## src/logic/ets_pkg.sv

```systemverilog
// shared constants and types of the transmit edge shaping block
`default_nettype none
package ets_pkg;

    // register indices; byte address is four times the index
    localparam logic [7:0] IDX_EDGE_TYPE = 8'h55;
    localparam logic [7:0] IDX_EDGE_STYLE = 8'h56;
    localparam logic [7:0] IDX_EDGE_COUNT = 8'h57;
    localparam logic [7:0] IDX_RESID_212 = 8'h58;
    localparam logic [7:0] IDX_LUT_ADDR = 8'h60;
    localparam logic [7:0] IDX_LUT_DATA = 8'h61;
    localparam logic [7:0] IDX_CORR = 8'h62;
    localparam logic [7:0] IDX_STATUS = 8'h63;
    localparam logic [7:0] IDX_NONE = 8'h00;

    // values after reset
    localparam logic [7:0] RST_EDGE_TYPE = 8'h11;
    localparam logic [7:0] RST_EDGE_STYLE = 8'h00;
    localparam logic [7:0] RST_EDGE_COUNT = 8'h08;
    localparam logic [7:0] RST_RESID = 8'h00;
    localparam logic [7:0] RST_CORR = 8'h00;
    localparam logic [6:0] RST_LUT_ADDR = 7'h00;

    // field positions and writable-bit masks
    localparam int FALL_TYPE_LSB = 4;
    localparam int RISE_TYPE_LSB = 0;
    localparam int FALL_STYLE_LSB = 4;
    localparam int RISE_STYLE_LSB = 0;
    localparam int DOUBLE_BIT = 7;
    localparam logic [7:0] STYLE_MASK = 8'h77;
    localparam logic [7:0] COUNT_MASK = 8'h9f;

    // edge style codes
    localparam logic [3:0] STY_LIN1 = 4'h1;
    localparam logic [3:0] STY_LIN2 = 4'h2;
    localparam logic [3:0] STY_LIN3 = 4'h3;
    localparam logic [3:0] STY_LUT = 4'h4;
    localparam logic [3:0] STY_LUT_CORR = 4'h5;
    localparam logic [3:0] STY_LUT_ADAPT = 4'h6;

    // amplitude and progress scale points
    localparam logic [7:0] FULL_LEVEL = 8'hff;
    localparam logic [7:0] KNEE_STEP = 8'h20;
    localparam logic [7:0] P_QUART = 8'h40;
    localparam logic [7:0] P_HALF = 8'h80;
    localparam logic [7:0] P_3QUART = 8'hc0;

    // ahb transfer type bit that marks an active transfer
    localparam int HTRANS_ACTIVE_BIT = 1;

    typedef enum logic [3:0] {
        ST_HIGH = 4'b0001,
        ST_FALL = 4'b0010,
        ST_LOW = 4'b0100,
        ST_RISE = 4'b1000
    } ets_state_e;

    typedef struct packed {
        logic [7:0] edge_type;
        logic [7:0] edge_style;
        logic [7:0] edge_count;
        logic [7:0] resid;
    } ets_cfg_s;

endpackage
`default_nettype wire

```

## src/logic/ets_edge_shaper.sv

```systemverilog
// transmit carrier edge shaper with its ahb-lite register file
`timescale 1ns/1ps
`default_nettype none
module ets_edge_shaper
    import ets_pkg::*;
#(
    parameter int LUT_ADDR_W = 7
) (
    // clock and reset
    input wire logic ref_clk_in,
    input wire logic rst_in,
    // ahb-lite slave
    input wire logic hsel_in,
    input wire logic [31:0] haddr_in,
    input wire logic [1:0] htrans_in,
    input wire logic hwrite_in,
    input wire logic [31:0] hwdata_in,
    input wire logic hready_in,
    output logic [31:0] hrdata_out,
    output logic hreadyout_out,
    output logic hresp_out,
    // modulation timing, same clock domain
    input wire logic mod_in,
    input wire logic carrier_tick_in,
    input wire logic [7:0] power_amp_supply_in,
    // shaped amplitude
    output logic [7:0] amp_out,
    output logic edge_busy_out
);
    import ets_pkg::*;

    ets_cfg_s cfg_q, cfg_d;
    logic [7:0] corr_q, corr_d;
    logic [6:0] lut_addr_q, lut_addr_d;
    logic wr_pend_q, wr_pend_d;
    logic [7:0] idx_q, idx_d;
    logic [31:0] hrdata_q, hrdata_d;
    ets_state_e state_q, state_d;
    logic [4:0] k_q, k_d;
    logic half_q, half_d;
    logic [7:0] amp_q, amp_d;
    logic [7:0] lut_rdata;
    logic lut_we;
    logic acc;
    logic [7:0] acc_idx;

    // progress through the edge, 0..255, ends at 255 on the last state
    function automatic logic [7:0] progress(input logic [4:0] k,
                                            input logic [4:0] n);
        logic [12:0] num;
        logic [12:0] q;
        num = 13'(({8'h00, k} + 13'd1) * 13'd255);
        q = num / {8'h00, n};
        return q[7:0];
    endfunction

    // knee level from a 3-bit time constant, clipped to full scale
    function automatic logic [7:0] knee(input logic [2:0] tc);
        logic [11:0] kl;
        kl = 12'(({9'h000, tc} + 12'd1) * {4'h0, KNEE_STEP});
        return (kl > 12'h0ff) ? FULL_LEVEL : kl[7:0];
    endfunction

    // shape value 0..255 for one style code at progress p
    function automatic logic [7:0] shape(input logic [3:0] code,
                                         input logic [2:0] tc,
                                         input logic [7:0] p,
                                         input logic [7:0] lut,
                                         input logic [7:0] sup,
                                         input logic [7:0] corr);
        logic [7:0] kl;
        logic [7:0] y1;
        logic [7:0] y2;
        logic [15:0] t;
        logic [8:0] s;
        kl = knee(tc);
        y1 = kl >> 1;
        y2 = FULL_LEVEL - y1;
        t = 16'h0000;
        s = 9'h000;
        case (code)
            STY_LIN1: begin
                return p;
            end
            STY_LIN2: begin
                if (p < P_HALF) begin
                    t = 16'(p * kl) >> 7;
                    return t[7:0];
                end
                t = 16'((p - P_HALF) * (FULL_LEVEL - kl)) >> 7;
                return kl + t[7:0];
            end
            STY_LIN3: begin
                if (p < P_QUART) begin
                    t = 16'(p * y1) >> 6;
                    return t[7:0];
                end
                if (p < P_3QUART) begin
                    t = 16'((p - P_QUART) * (y2 - y1)) >> 7;
                    return y1 + t[7:0];
                end
                t = 16'((p - P_3QUART) * (FULL_LEVEL - y2)) >> 6;
                return y2 + t[7:0];
            end
            STY_LUT: begin
                return lut;
            end
            STY_LUT_ADAPT: begin
                t = 16'(lut * sup) >> 8;
                return t[7:0];
            end
            STY_LUT_CORR: begin
                t = 16'(lut * sup) >> 8;
                s = {1'b0, t[7:0]} + {1'b0, corr};
                return s[8] ? FULL_LEVEL : s[7:0];
            end
            // reserved codes behave as a single ramp
            default: begin
                return p;
            end
        endcase
    endfunction

    // register read view; unmapped indices read as zero
    function automatic logic [31:0] rd_mux(input logic [7:0] idx,
                                           input ets_cfg_s c,
                                           input logic [7:0] corr,
                                           input logic [6:0] la,
                                           input logic [15:0] st);
        case (idx)
            IDX_EDGE_TYPE: return {24'h000000, c.edge_type};
            IDX_EDGE_STYLE: return {24'h000000, c.edge_style};
            IDX_EDGE_COUNT: return {24'h000000, c.edge_count};
            IDX_RESID_212: return {24'h000000, c.resid};
            IDX_LUT_ADDR: return {25'h0000000, la};
            IDX_CORR: return {24'h000000, corr};
            IDX_STATUS: return {16'h0000, st};
            default: return 32'h00000000;
        endcase
    endfunction

    // live fields of the edge in progress
    logic falling;
    logic [3:0] cur_type;
    logic [2:0] cur_tc;
    logic [2:0] nxt_tc;
    logic [4:0] n_states;
    logic dbl;
    logic [7:0] span;
    logic [7:0] f;
    logic [15:0] dspan;
    logic [15:0] status;

    assign falling = (state_q == ST_FALL);
    assign cur_type = falling ?
        cfg_q.edge_type[FALL_TYPE_LSB +: 4] :
        cfg_q.edge_type[RISE_TYPE_LSB +: 4];
    assign cur_tc = falling ?
        cfg_q.edge_style[FALL_STYLE_LSB +: 3] :
        cfg_q.edge_style[RISE_STYLE_LSB +: 3];
    // table read follows the next state so its data line up with each state
    assign nxt_tc = (state_d == ST_FALL) ?
        cfg_q.edge_style[FALL_STYLE_LSB +: 3] :
        cfg_q.edge_style[RISE_STYLE_LSB +: 3];
    assign n_states = cfg_q.edge_count[4:0];
    assign dbl = cfg_q.edge_count[DOUBLE_BIT];
    assign span = FULL_LEVEL - cfg_q.resid;
    assign f = shape(cur_type, cur_tc, progress(k_q, n_states),
                     lut_rdata, power_amp_supply_in, corr_q);
    assign dspan = 16'(span * f) >> 8;
    assign status = {state_q, 3'b000, half_q, 3'b000, k_q};

    // table number is the low two bits of the style field
    ets_lut_mem #(
        .DATA_W(8),
        .ADDR_W(LUT_ADDR_W)
    ) u_lut (
        .clk_in(ref_clk_in),
        .we_in(lut_we),
        .waddr_in(lut_addr_q),
        .wdata_in(hwdata_in[7:0]),
        .raddr_in({nxt_tc[1:0], k_d}),
        .rdata_out(lut_rdata)
    );

    // bus: address phase capture, data-phase writes, reads from next view
    assign acc = hsel_in & hready_in & htrans_in[HTRANS_ACTIVE_BIT];
    assign acc_idx = (haddr_in[31:10] == 22'h000000 &&
                      haddr_in[1:0] == 2'b00) ? haddr_in[9:2] : IDX_NONE;
    assign lut_we = wr_pend_q & (idx_q == IDX_LUT_DATA);

    always_comb begin
        cfg_d = cfg_q;
        corr_d = corr_q;
        lut_addr_d = lut_addr_q;
        if (wr_pend_q) begin
            case (idx_q)
                IDX_EDGE_TYPE: cfg_d.edge_type = hwdata_in[7:0];
                IDX_EDGE_STYLE: cfg_d.edge_style = hwdata_in[7:0] & STYLE_MASK;
                IDX_EDGE_COUNT: cfg_d.edge_count = hwdata_in[7:0] & COUNT_MASK;
                IDX_RESID_212: cfg_d.resid = hwdata_in[7:0];
                IDX_LUT_ADDR: lut_addr_d = hwdata_in[6:0];
                IDX_LUT_DATA: lut_addr_d = lut_addr_q + 7'h01;
                IDX_CORR: corr_d = hwdata_in[7:0];
                default: cfg_d = cfg_q; // unmapped writes are dropped
            endcase
        end
        wr_pend_d = acc & hwrite_in;
        idx_d = acc ? acc_idx : idx_q;
        // the next view covers a write finishing in this same cycle
        hrdata_d = (acc && !hwrite_in) ?
            rd_mux(acc_idx, cfg_d, corr_d, lut_addr_d, status) : hrdata_q;
    end

    always_ff @(posedge ref_clk_in) begin
        if (rst_in) begin
            cfg_q <= '{RST_EDGE_TYPE, RST_EDGE_STYLE, RST_EDGE_COUNT,
                       RST_RESID};
            corr_q <= RST_CORR;
            lut_addr_q <= RST_LUT_ADDR;
            wr_pend_q <= 1'b0;
            idx_q <= IDX_NONE;
            hrdata_q <= 32'h00000000;
        end else begin
            cfg_q <= cfg_d;
            corr_q <= corr_d;
            lut_addr_q <= lut_addr_d;
            wr_pend_q <= wr_pend_d;
            idx_q <= idx_d;
            hrdata_q <= hrdata_d;
        end
    end

    // shaper: an edge always completes before modulation is looked at again
    always_comb begin
        state_d = state_q;
        k_d = k_q;
        half_d = half_q;
        amp_d = amp_q;
        case (state_q)
            ST_HIGH: begin
                amp_d = FULL_LEVEL;
                if (mod_in) begin
                    k_d = 5'h00;
                    half_d = 1'b0;
                    // a zero count means a hard step
                    state_d = (n_states == 5'h00) ? ST_LOW : ST_FALL;
                end
            end
            ST_LOW: begin
                amp_d = cfg_q.resid;
                if (!mod_in) begin
                    k_d = 5'h00;
                    half_d = 1'b0;
                    state_d = (n_states == 5'h00) ? ST_HIGH : ST_RISE;
                end
            end
            ST_FALL, ST_RISE: begin
                amp_d = falling ? FULL_LEVEL - dspan[7:0] :
                                  cfg_q.resid + dspan[7:0];
                if (carrier_tick_in) begin
                    if (dbl && !half_q) begin
                        half_d = 1'b1;
                    end else begin
                        half_d = 1'b0;
                        if (k_q >= n_states - 5'h01) begin
                            k_d = 5'h00;
                            state_d = falling ? ST_LOW : ST_HIGH;
                        end else begin
                            k_d = k_q + 5'h01;
                        end
                    end
                end
            end
            default: begin
                state_d = ST_HIGH;
                k_d = 5'h00;
                half_d = 1'b0;
                amp_d = FULL_LEVEL;
            end
        endcase
    end

    always_ff @(posedge ref_clk_in) begin
        if (rst_in) begin
            state_q <= ST_HIGH;
            k_q <= 5'h00;
            half_q <= 1'b0;
            amp_q <= FULL_LEVEL;
        end else begin
            state_q <= state_d;
            k_q <= k_d;
            half_q <= half_d;
            amp_q <= amp_d;
        end
    end

    // outputs; zero wait state slave, always okay
    assign hrdata_out = hrdata_q;
    assign hreadyout_out = 1'b1;
    assign hresp_out = 1'b0;
    assign amp_out = amp_q;
    assign edge_busy_out = (state_q == ST_FALL) | (state_q == ST_RISE);

endmodule
`default_nettype wire

```

## src/logic/ets_lut_mem.sv

```systemverilog
// lookup table memory with a registered read port
`timescale 1ns/1ps
`default_nettype none
module ets_lut_mem #(
    parameter int DATA_W = 8,
    parameter int ADDR_W = 7
) (
    // clock
    input wire logic clk_in,
    // write port
    input wire logic we_in,
    input wire logic [ADDR_W-1:0] waddr_in,
    input wire logic [DATA_W-1:0] wdata_in,
    // read port
    input wire logic [ADDR_W-1:0] raddr_in,
    output logic [DATA_W-1:0] rdata_out
);
    logic [DATA_W-1:0] mem [2**ADDR_W];

    // no reset on the array; contents are software's to load
    always_ff @(posedge clk_in) begin
        if (we_in) begin
            mem[waddr_in] <= wdata_in;
        end
        rdata_out <= mem[raddr_in];
    end
endmodule
`default_nettype wire

```

## config.mk

```make
export PLATFORM = sky130hd
export DESIGN_NAME = ets_edge_shaper
export DESIGN_NICKNAME = d
export VERILOG_FILES = /design/src/logic/ets_pkg.sv /design/src/logic/ets_edge_shaper.sv /design/src/logic/ets_lut_mem.sv
export SDC_FILE = /design/constraint.sdc
export NUM_CORES = 2
export LEC_CHECK = 0
export BUFFER_PORTS_ARGS = -buffer_cell sky130_fd_sc_hd__buf_4
export CORE_UTILIZATION = 58
export DETAILED_ROUTE_END_ITERATION = 8
export GPL_TIMING_DRIVEN = 0
export PLACE_DENSITY = 0.77
export SLEW_MARGIN = 20
export SYNTH_ARGS = -nofsm -noshare
export SYNTH_HDL_FRONTEND = slang
export SYNTH_SLANG_ARGS = --single-unit
```

## constraint.sdc

```tcl
create_clock -name ref_clk_in -period 36.2 [get_ports ref_clk_in]
set_clock_uncertainty 0.15 [all_clocks]
set_input_delay 5.43 -clock ref_clk_in [delete_from_list [all_inputs] [get_ports ref_clk_in]]
set_output_delay 5.43 -clock ref_clk_in [all_outputs]
set_load 0.005 [all_outputs]
```

======== Word-level counts from Yosys, hierarchy flattened ========
Memories as Yosys holds them, arrays and structs flattened. A register that Yosys moved wholly into a read port is not among the register bits.
Cells that the tools add are included.
storage, ports and cells
  memories kept ........................... 1
  output and inout bits ................... 43
  memory bits (writable) .................. 1024
  bits in registers ....................... 106
memory list
  name       depth  bits a word  rd ports  clocked after memory_dff  wr ports  RTL line           text
  u_lut.mem  128    8            1         1                         1         ets_lut_mem.sv:18  logic [DATA_W-1:0] mem [2**ADDR_W];
operators by class
  add/sub/neg operators ................... 19
  magnitude comparators ................... 5
  equality and inequality tests ........... 27
  multipliers ............................. 8
  reduce and logical (&&, ||, !) cells .... 10
  multiplexer cells ....................... 54
  bitwise logic cells ..................... 5
  div/mod/pow operators ................... 1
operator list
  cell                 number
  $mux 8               16
  $eq 8x7->1 const B   14
  $pmux 16 s7          1
  $pmux 8 s5           1
  $mul 8x8->16         2
  $mux 32              1
  $mul 9x9->15         2
  $mux 4               7
  $mux 5               5
  $add 8x8->8          3
  $logic_not 22->1     1
  $sub 8x8->9 const A  2
  $sub 8x8->9 const B  2
  $eq 4x2->1 const B   4
  $eq 4x3->1 const B   4
  $lt 8x8->1 const B   2
  $pmux 8 s2           1
  $sub 8x8->8 const A  2
  $mul 8x8->15         1
  $pmux 5 s3           1
  $mul 8x7->14         1
  $mul 9x9->14         1
  $pmux 7 s2           1
  $div 13x5->13        1
  other kinds (31)     53

======== Logic depth before layout (Yosys ltp) ========
  depth in word-level cells ............... 17
  gate-level depth with buffers ........... 192
  depth with buffers taken out ............ 180

======== Modules after synthesis ========
Synthesis repeated with hierarchy kept, for this count alone.
unflattened totals
  cell total of the unflattened synthesis .. 4272
  area, all modules ....................... 60915.9 um^2
modules (own cells, without submodules)
  module           instances  area an instance (um^2)  cells each
  ets_lut_mem      1          39665.5                  1635
  ets_edge_shaper  1          21250.4                  2637

======== Worst setup path before layout ========
No wires, ideal clock.
  path type ............................... reg-to-reg
  from .................................... register k_q[0]
  to ...................................... register amp_q[7], in the netlist amp_out[7]
  period minus slack after synthesis ...... 36.437 ns
  required time ........................... 35.986 ns
  cell stages (with the launch flop) ...... 178
  data arrival time ....................... 36.223 ns
  setup time .............................. 0.064 ns
  buffers on the path ..................... 10
  setup slack ............................. -0.237 ns
  path through ............................ dfxtp_1 > clkbuf_1 > inv_1 > ha_1 > inv_1 > ha_1 > xnor2_1 > inv_1 > fa_1 > fa_1 > inv_1 > ha_1 > o211ai_1 > o21ai_1 > nor2b_1 > o41ai_4 > inv_1 > ha_1 > [142 not listed] > ha_1 > a2111o_1 > or3_1 > or4_1 > or3_1 > and2_4 > xor2_1 > ha_1 > a21o_1 > a21o_1 > a21oi_1 > o21bai_1 > a21oi_1 > xnor2_1 > nor2_1 > xnor2_1 > or4b_1 > nand3_1
between the ends
  longest elaborated chain between the ends .. 14
RTL lines
  item                                        RTL line                                        text
  from (decl)                                 ets_edge_shaper.sv:39                           logic [4:0] k_q, k_d;
  from (signal assigned)                      ets_edge_shaper.sv:292                          k_q <= k_d;
  $add 5x1->6 *                               ets_edge_shaper.sv:52                           num = 13'(({8'h00, k} + 13'd1) * 13'd255);
  $mul 6x8->13 *                              ets_edge_shaper.sv:52
  $div 13x5->13 *                             ets_edge_shaper.sv:53                           q = num / {8'h00, n};
  $sub 8x7->9 or $lt 8x8->1 (tied branches)   ets_edge_shaper.sv:99, ets_edge_shaper.sv:98
  $mul 9x9->15 or $mux 1 (tied branches)      ets_edge_shaper.sv:99, ets_edge_shaper.sv:98
  $add 7x8->8 or $mux 1 (tied branches)       ets_edge_shaper.sv:100, ets_edge_shaper.sv:98
  $mux 8 or $mux 1 (tied branches)            ets_edge_shaper.sv:98, ets_edge_shaper.sv:81
  $mux 8                                      ets_edge_shaper.sv:102                          t = 16'((p - P_3QUART) * (FULL_LEVEL - y2)) >> 6;
  $mux 8                                      ets_edge_shaper.sv:98                           if (p < P_3QUART) begin
  $pmux 8 s5 *                                ets_edge_shaper.sv:81                           case (code)
  $mul 8x8->16 *                              ets_edge_shaper.sv:170                          assign dspan = 16'(span * f) >> 8;
  $add 8x8->8 or $sub 8x8->8 (tied branches)  ets_edge_shaper.sv:260, ets_edge_shaper.sv:259
  $mux 8 *                                    ets_edge_shaper.sv:259                          amp_d = falling ? FULL_LEVEL - dspan[7:0] :
  $pmux 8 s2 *                                ets_edge_shaper.sv:240                          case (state_q)
  to (signal assigned)                        ets_edge_shaper.sv:294                          amp_q <= amp_d;
  to (decl)                                   ets_edge_shaper.sv:41                           logic [7:0] amp_q, amp_d;
Every way passes the cells marked *; elsewhere a longest branch is shown, timed or not. The select of a mux whose other input is x is not followed.
A chain may end at the register's enable or synchronous reset.

======== Worst setup path after layout ========
  from .................................... register k_q[1]
  to ...................................... register amp_q[7], in the netlist amp_out[7]
Same word-level chain as after synthesis.

==> flow_summary.toml <==
[clocking]
cts_root_buffer = "clkbuf_16"
clk_pin_slew_ps = 70
ctsLongestPathBuffers = 3
cts_hold_buf = 0
cts_buffers = 102
h-tree-depth = 3
clk-insertion-delay-late_ps = 700
clock_sinks = 1119
cts_tree = "done"

[floorplan]
die_h_um = 331
die-area_um2 = 110000
start_util_pct = 58.6
top_level_ports = 124
die_x_um = 331
num_rows = 120
coreArea_um2 = 107000

[grt]
grt_pass1_wl_um = 281000
antenna_found_initial = 7
grt_start_max_net_pins = 134
grt_pass1_vias = 46600
track_usage_pct = 33.8
gr-total-overflow = 0

[hold_path]
hp-class = "register to register"
min-delay-start = "hrdata_out[13]$_SDFFE_PP0P_"

[critical_path]
required_ps = 36680
cpPeakStageDelay_ps = 620
timing.critical_path.to_type = "register"
cp.arrival_ps = 35860
crit_slowest_cell = "fa_2"
startpoint_type = "register"
path_common_cell = "o21a_1"
crit_path_end = "amp_out[7]$_SDFF_PP1_"
startpoint = "k_q[1]$_SDFF_PP0_"
reg2reg_depth = 173
reg2reg_slack_ps = 820
cp_max_fo = 7
r2r-end = "amp_out[7]$_SDFF_PP1_"
reg2reg_from = "k_q[1]$_SDFF_PP0_"
criticalPathCategory = "register to register"

[synth]
synth_edf_count = 1024
synth_area_um2 = 63000
ys_async_sr_fraction_pct = 0
yosys_warnings = 0
yosysUniqueCellTypes = 102
seq_area_frac_synth_pct = 51.9
avgSynthCellArea_um2 = 10.7
synth.ff_latch_count = 1119
syn_inst = 5903
ys.flop_type = "edfxtp_1"

[sta]
relSlewSlack_pct = 13.6
post-route-min-period_ps = 35380
worstMarginPinSlew_ps = 1290
setup_viol = 0
hold_viol = 0
fin_ws_ps = 818
fin_crit_sh_pct = 97.7
fmax_ghz = 0.0283
slew_violations = 0

[pwr]
ir_drop_v = 0.000232
power_leakage_nw = 28.0
total_power_w = 0.00638
power.density_nw_per_um2 = 89.2

[run_status]
status = "finished, final reports clean"

[finish]
nFillCells = 7756
final_common_cell = "nand2_1"
layout_common_cells = "nand2_1, edfxtp_1, inv_1"
postLayoutCoreUtil_pct = 66.6
nNetsFinal = 6875
layout-drive-gt1-share_pct = 10.4
area_growth_pct = 13.6

[flow_run]
maxCapViolCount = 0

[place]
port_buffers = 76
hpwlAfterDp_um = 134000
gp_congestion = 0.982
dp_slack_ps = -8060

[drt]
viasPerCell = 6.39
firstDrtPassIters = 8
drc = 0
ant_nets = 0
wl_per_cell_um = 24.7
drtIter0Drc = 7152
via_count = 49500
drt-total-wl_um = 191000
## cell type report
cell class / count / area (µm²) / area share (%)
buffer: 320 / 1400 / 1.96
clock buffer: 121 / 2620 / 3.67
timing repair buffer: 238 / 2030 / 2.84
tap: 1403 / 1760 / 2.46
inverter: 405 / 1550 / 2.17
clock inverter: 61 / 671 / 0.938
sequential: 1119 / 32700 / 45.7
multi-input combinational: 4070 / 28800 / 40.2
antenna: 7 / 17.5 / 0.0245
## flip-flops by register name, indices dropped and copies added (netlist names), 4 cells and up
name             cells
u_lut.mem         1024
cfg_q               32
hrdata_out          13
amp_out              8
corr_q               8
idx_q                8
u_lut.rdata_out      8
lut_addr_q           7
k_q                  5
state_q              4
## cells in the mapped netlist (all sizes together) (47+ instances only)
library cell | count | share of area (%)
a31oi | 85 | 0.87
o21a | 52 | 0.62
ha | 307 | 6.1
mux2i | 56 | 0.91
a21o | 50 | 0.60
a211oi | 77 | 0.99
nand2 | 1236 | 7.4
xnor2 | 100 | 1.4
buf | 53 | 0.47
a21oi | 180 | 1.5
and3 | 140 | 1.4
inv | 404 | 2.4
o21ai | 110 | 0.89
clkbuf | 275 | 1.6
and2 | 47 | 0.48
nor3 | 66 | 0.56
fa | 231 | 7.3
dfxtp | 95 | 3.0
edfxtp | 1024 | 49
nor2 | 399 | 2.4
a311oi | 193 | 2.7
nand3 | 310 | 2.5
## per-layer routing
layer / GRT usage, % / wire length, µm / up-vias
li1: - / - / 21600
met1: 46.7 / 72100 / 23900
met2: 51.5 / 85400 / 3428
met5: 0 / 40 / -
met4: 12.7 / 7980 / 6
met3: 8.78 / 25800 / 533
## where the power goes
group | switching [W] | leakage [nW] | internal (W)
Combinational | 0.00221 | 16.5 | 0.00168
Clock | 0.000480 | 1.59 | 0.000604
Sequential | 0.000000674 | 9.97 | 0.00141
## cells by family (layout without fill, tap and decap cells)
kind of cell    after synthesis  in the layout  share of synthesized area, %
xor+xnor                    140            140                          1.97
compound gates              908            908                          10.3
other cells                   2             28                        0.0119
simple gates               2402           2402                          16.9
buf+inv                     733           1145                          4.53
fa+ha+maj                   539            539                          13.5
flops                      1119           1119                          51.9
mux                          60             60                         0.982
## through the flow
step                TNS, ps  hold slack, ps  area (µm²)  cells
floorplan                 0             282       63000   5922
global placement     -51000             294       65400   7401
detailed placement   -55860             297       65700   7412
CTS                       0             304       69900   7634
global route           -370             320       71500   7737
finish                    0             304       71500   7744
## worst min-delay path by stage
stage,end,slack [ps],depth (start not counted)
after floorplan,idx_q[7]$_SDFFE_PP0P_,280,2
after global placement,hrdata_out[2]$_SDFFE_PP0P_,290,2
after detailed placement,hrdata_out[13]$_SDFFE_PP0P_,300,2
after CTS,hrdata_out[13]$_SDFFE_PP0P_,300,2
after global routing,hrdata_out[13]$_SDFFE_PP0P_,320,2
final,hrdata_out[13]$_SDFFE_PP0P_,300,2
## repair_timing
item,CTS,global route
hold endpoints to repair,0,0
setup buffers,44,106
endpoints found under the setup margin,8,8
cloned,0,1
pin swaps,43,152
gates resized for setup,137,160
## worst max-delay path: cells and delay by family, from the launching register on
| kind | cells | cell delay (ps) |
|---|---|---|
| XOR/XNOR | 6 | 890 |
| flip-flops | 1 | 390 |
| AO/OA/AOI/OAI | 66 | 11660 |
| multiplexers | 2 | 430 |
| adder cells (fa/ha/maj) | 30 | 10080 |
| buffers and inverters | 17 | 1810 |
| AND/OR/NAND/NOR | 52 | 9800 |
Note: power is estimated with default switching activity, not from simulation.
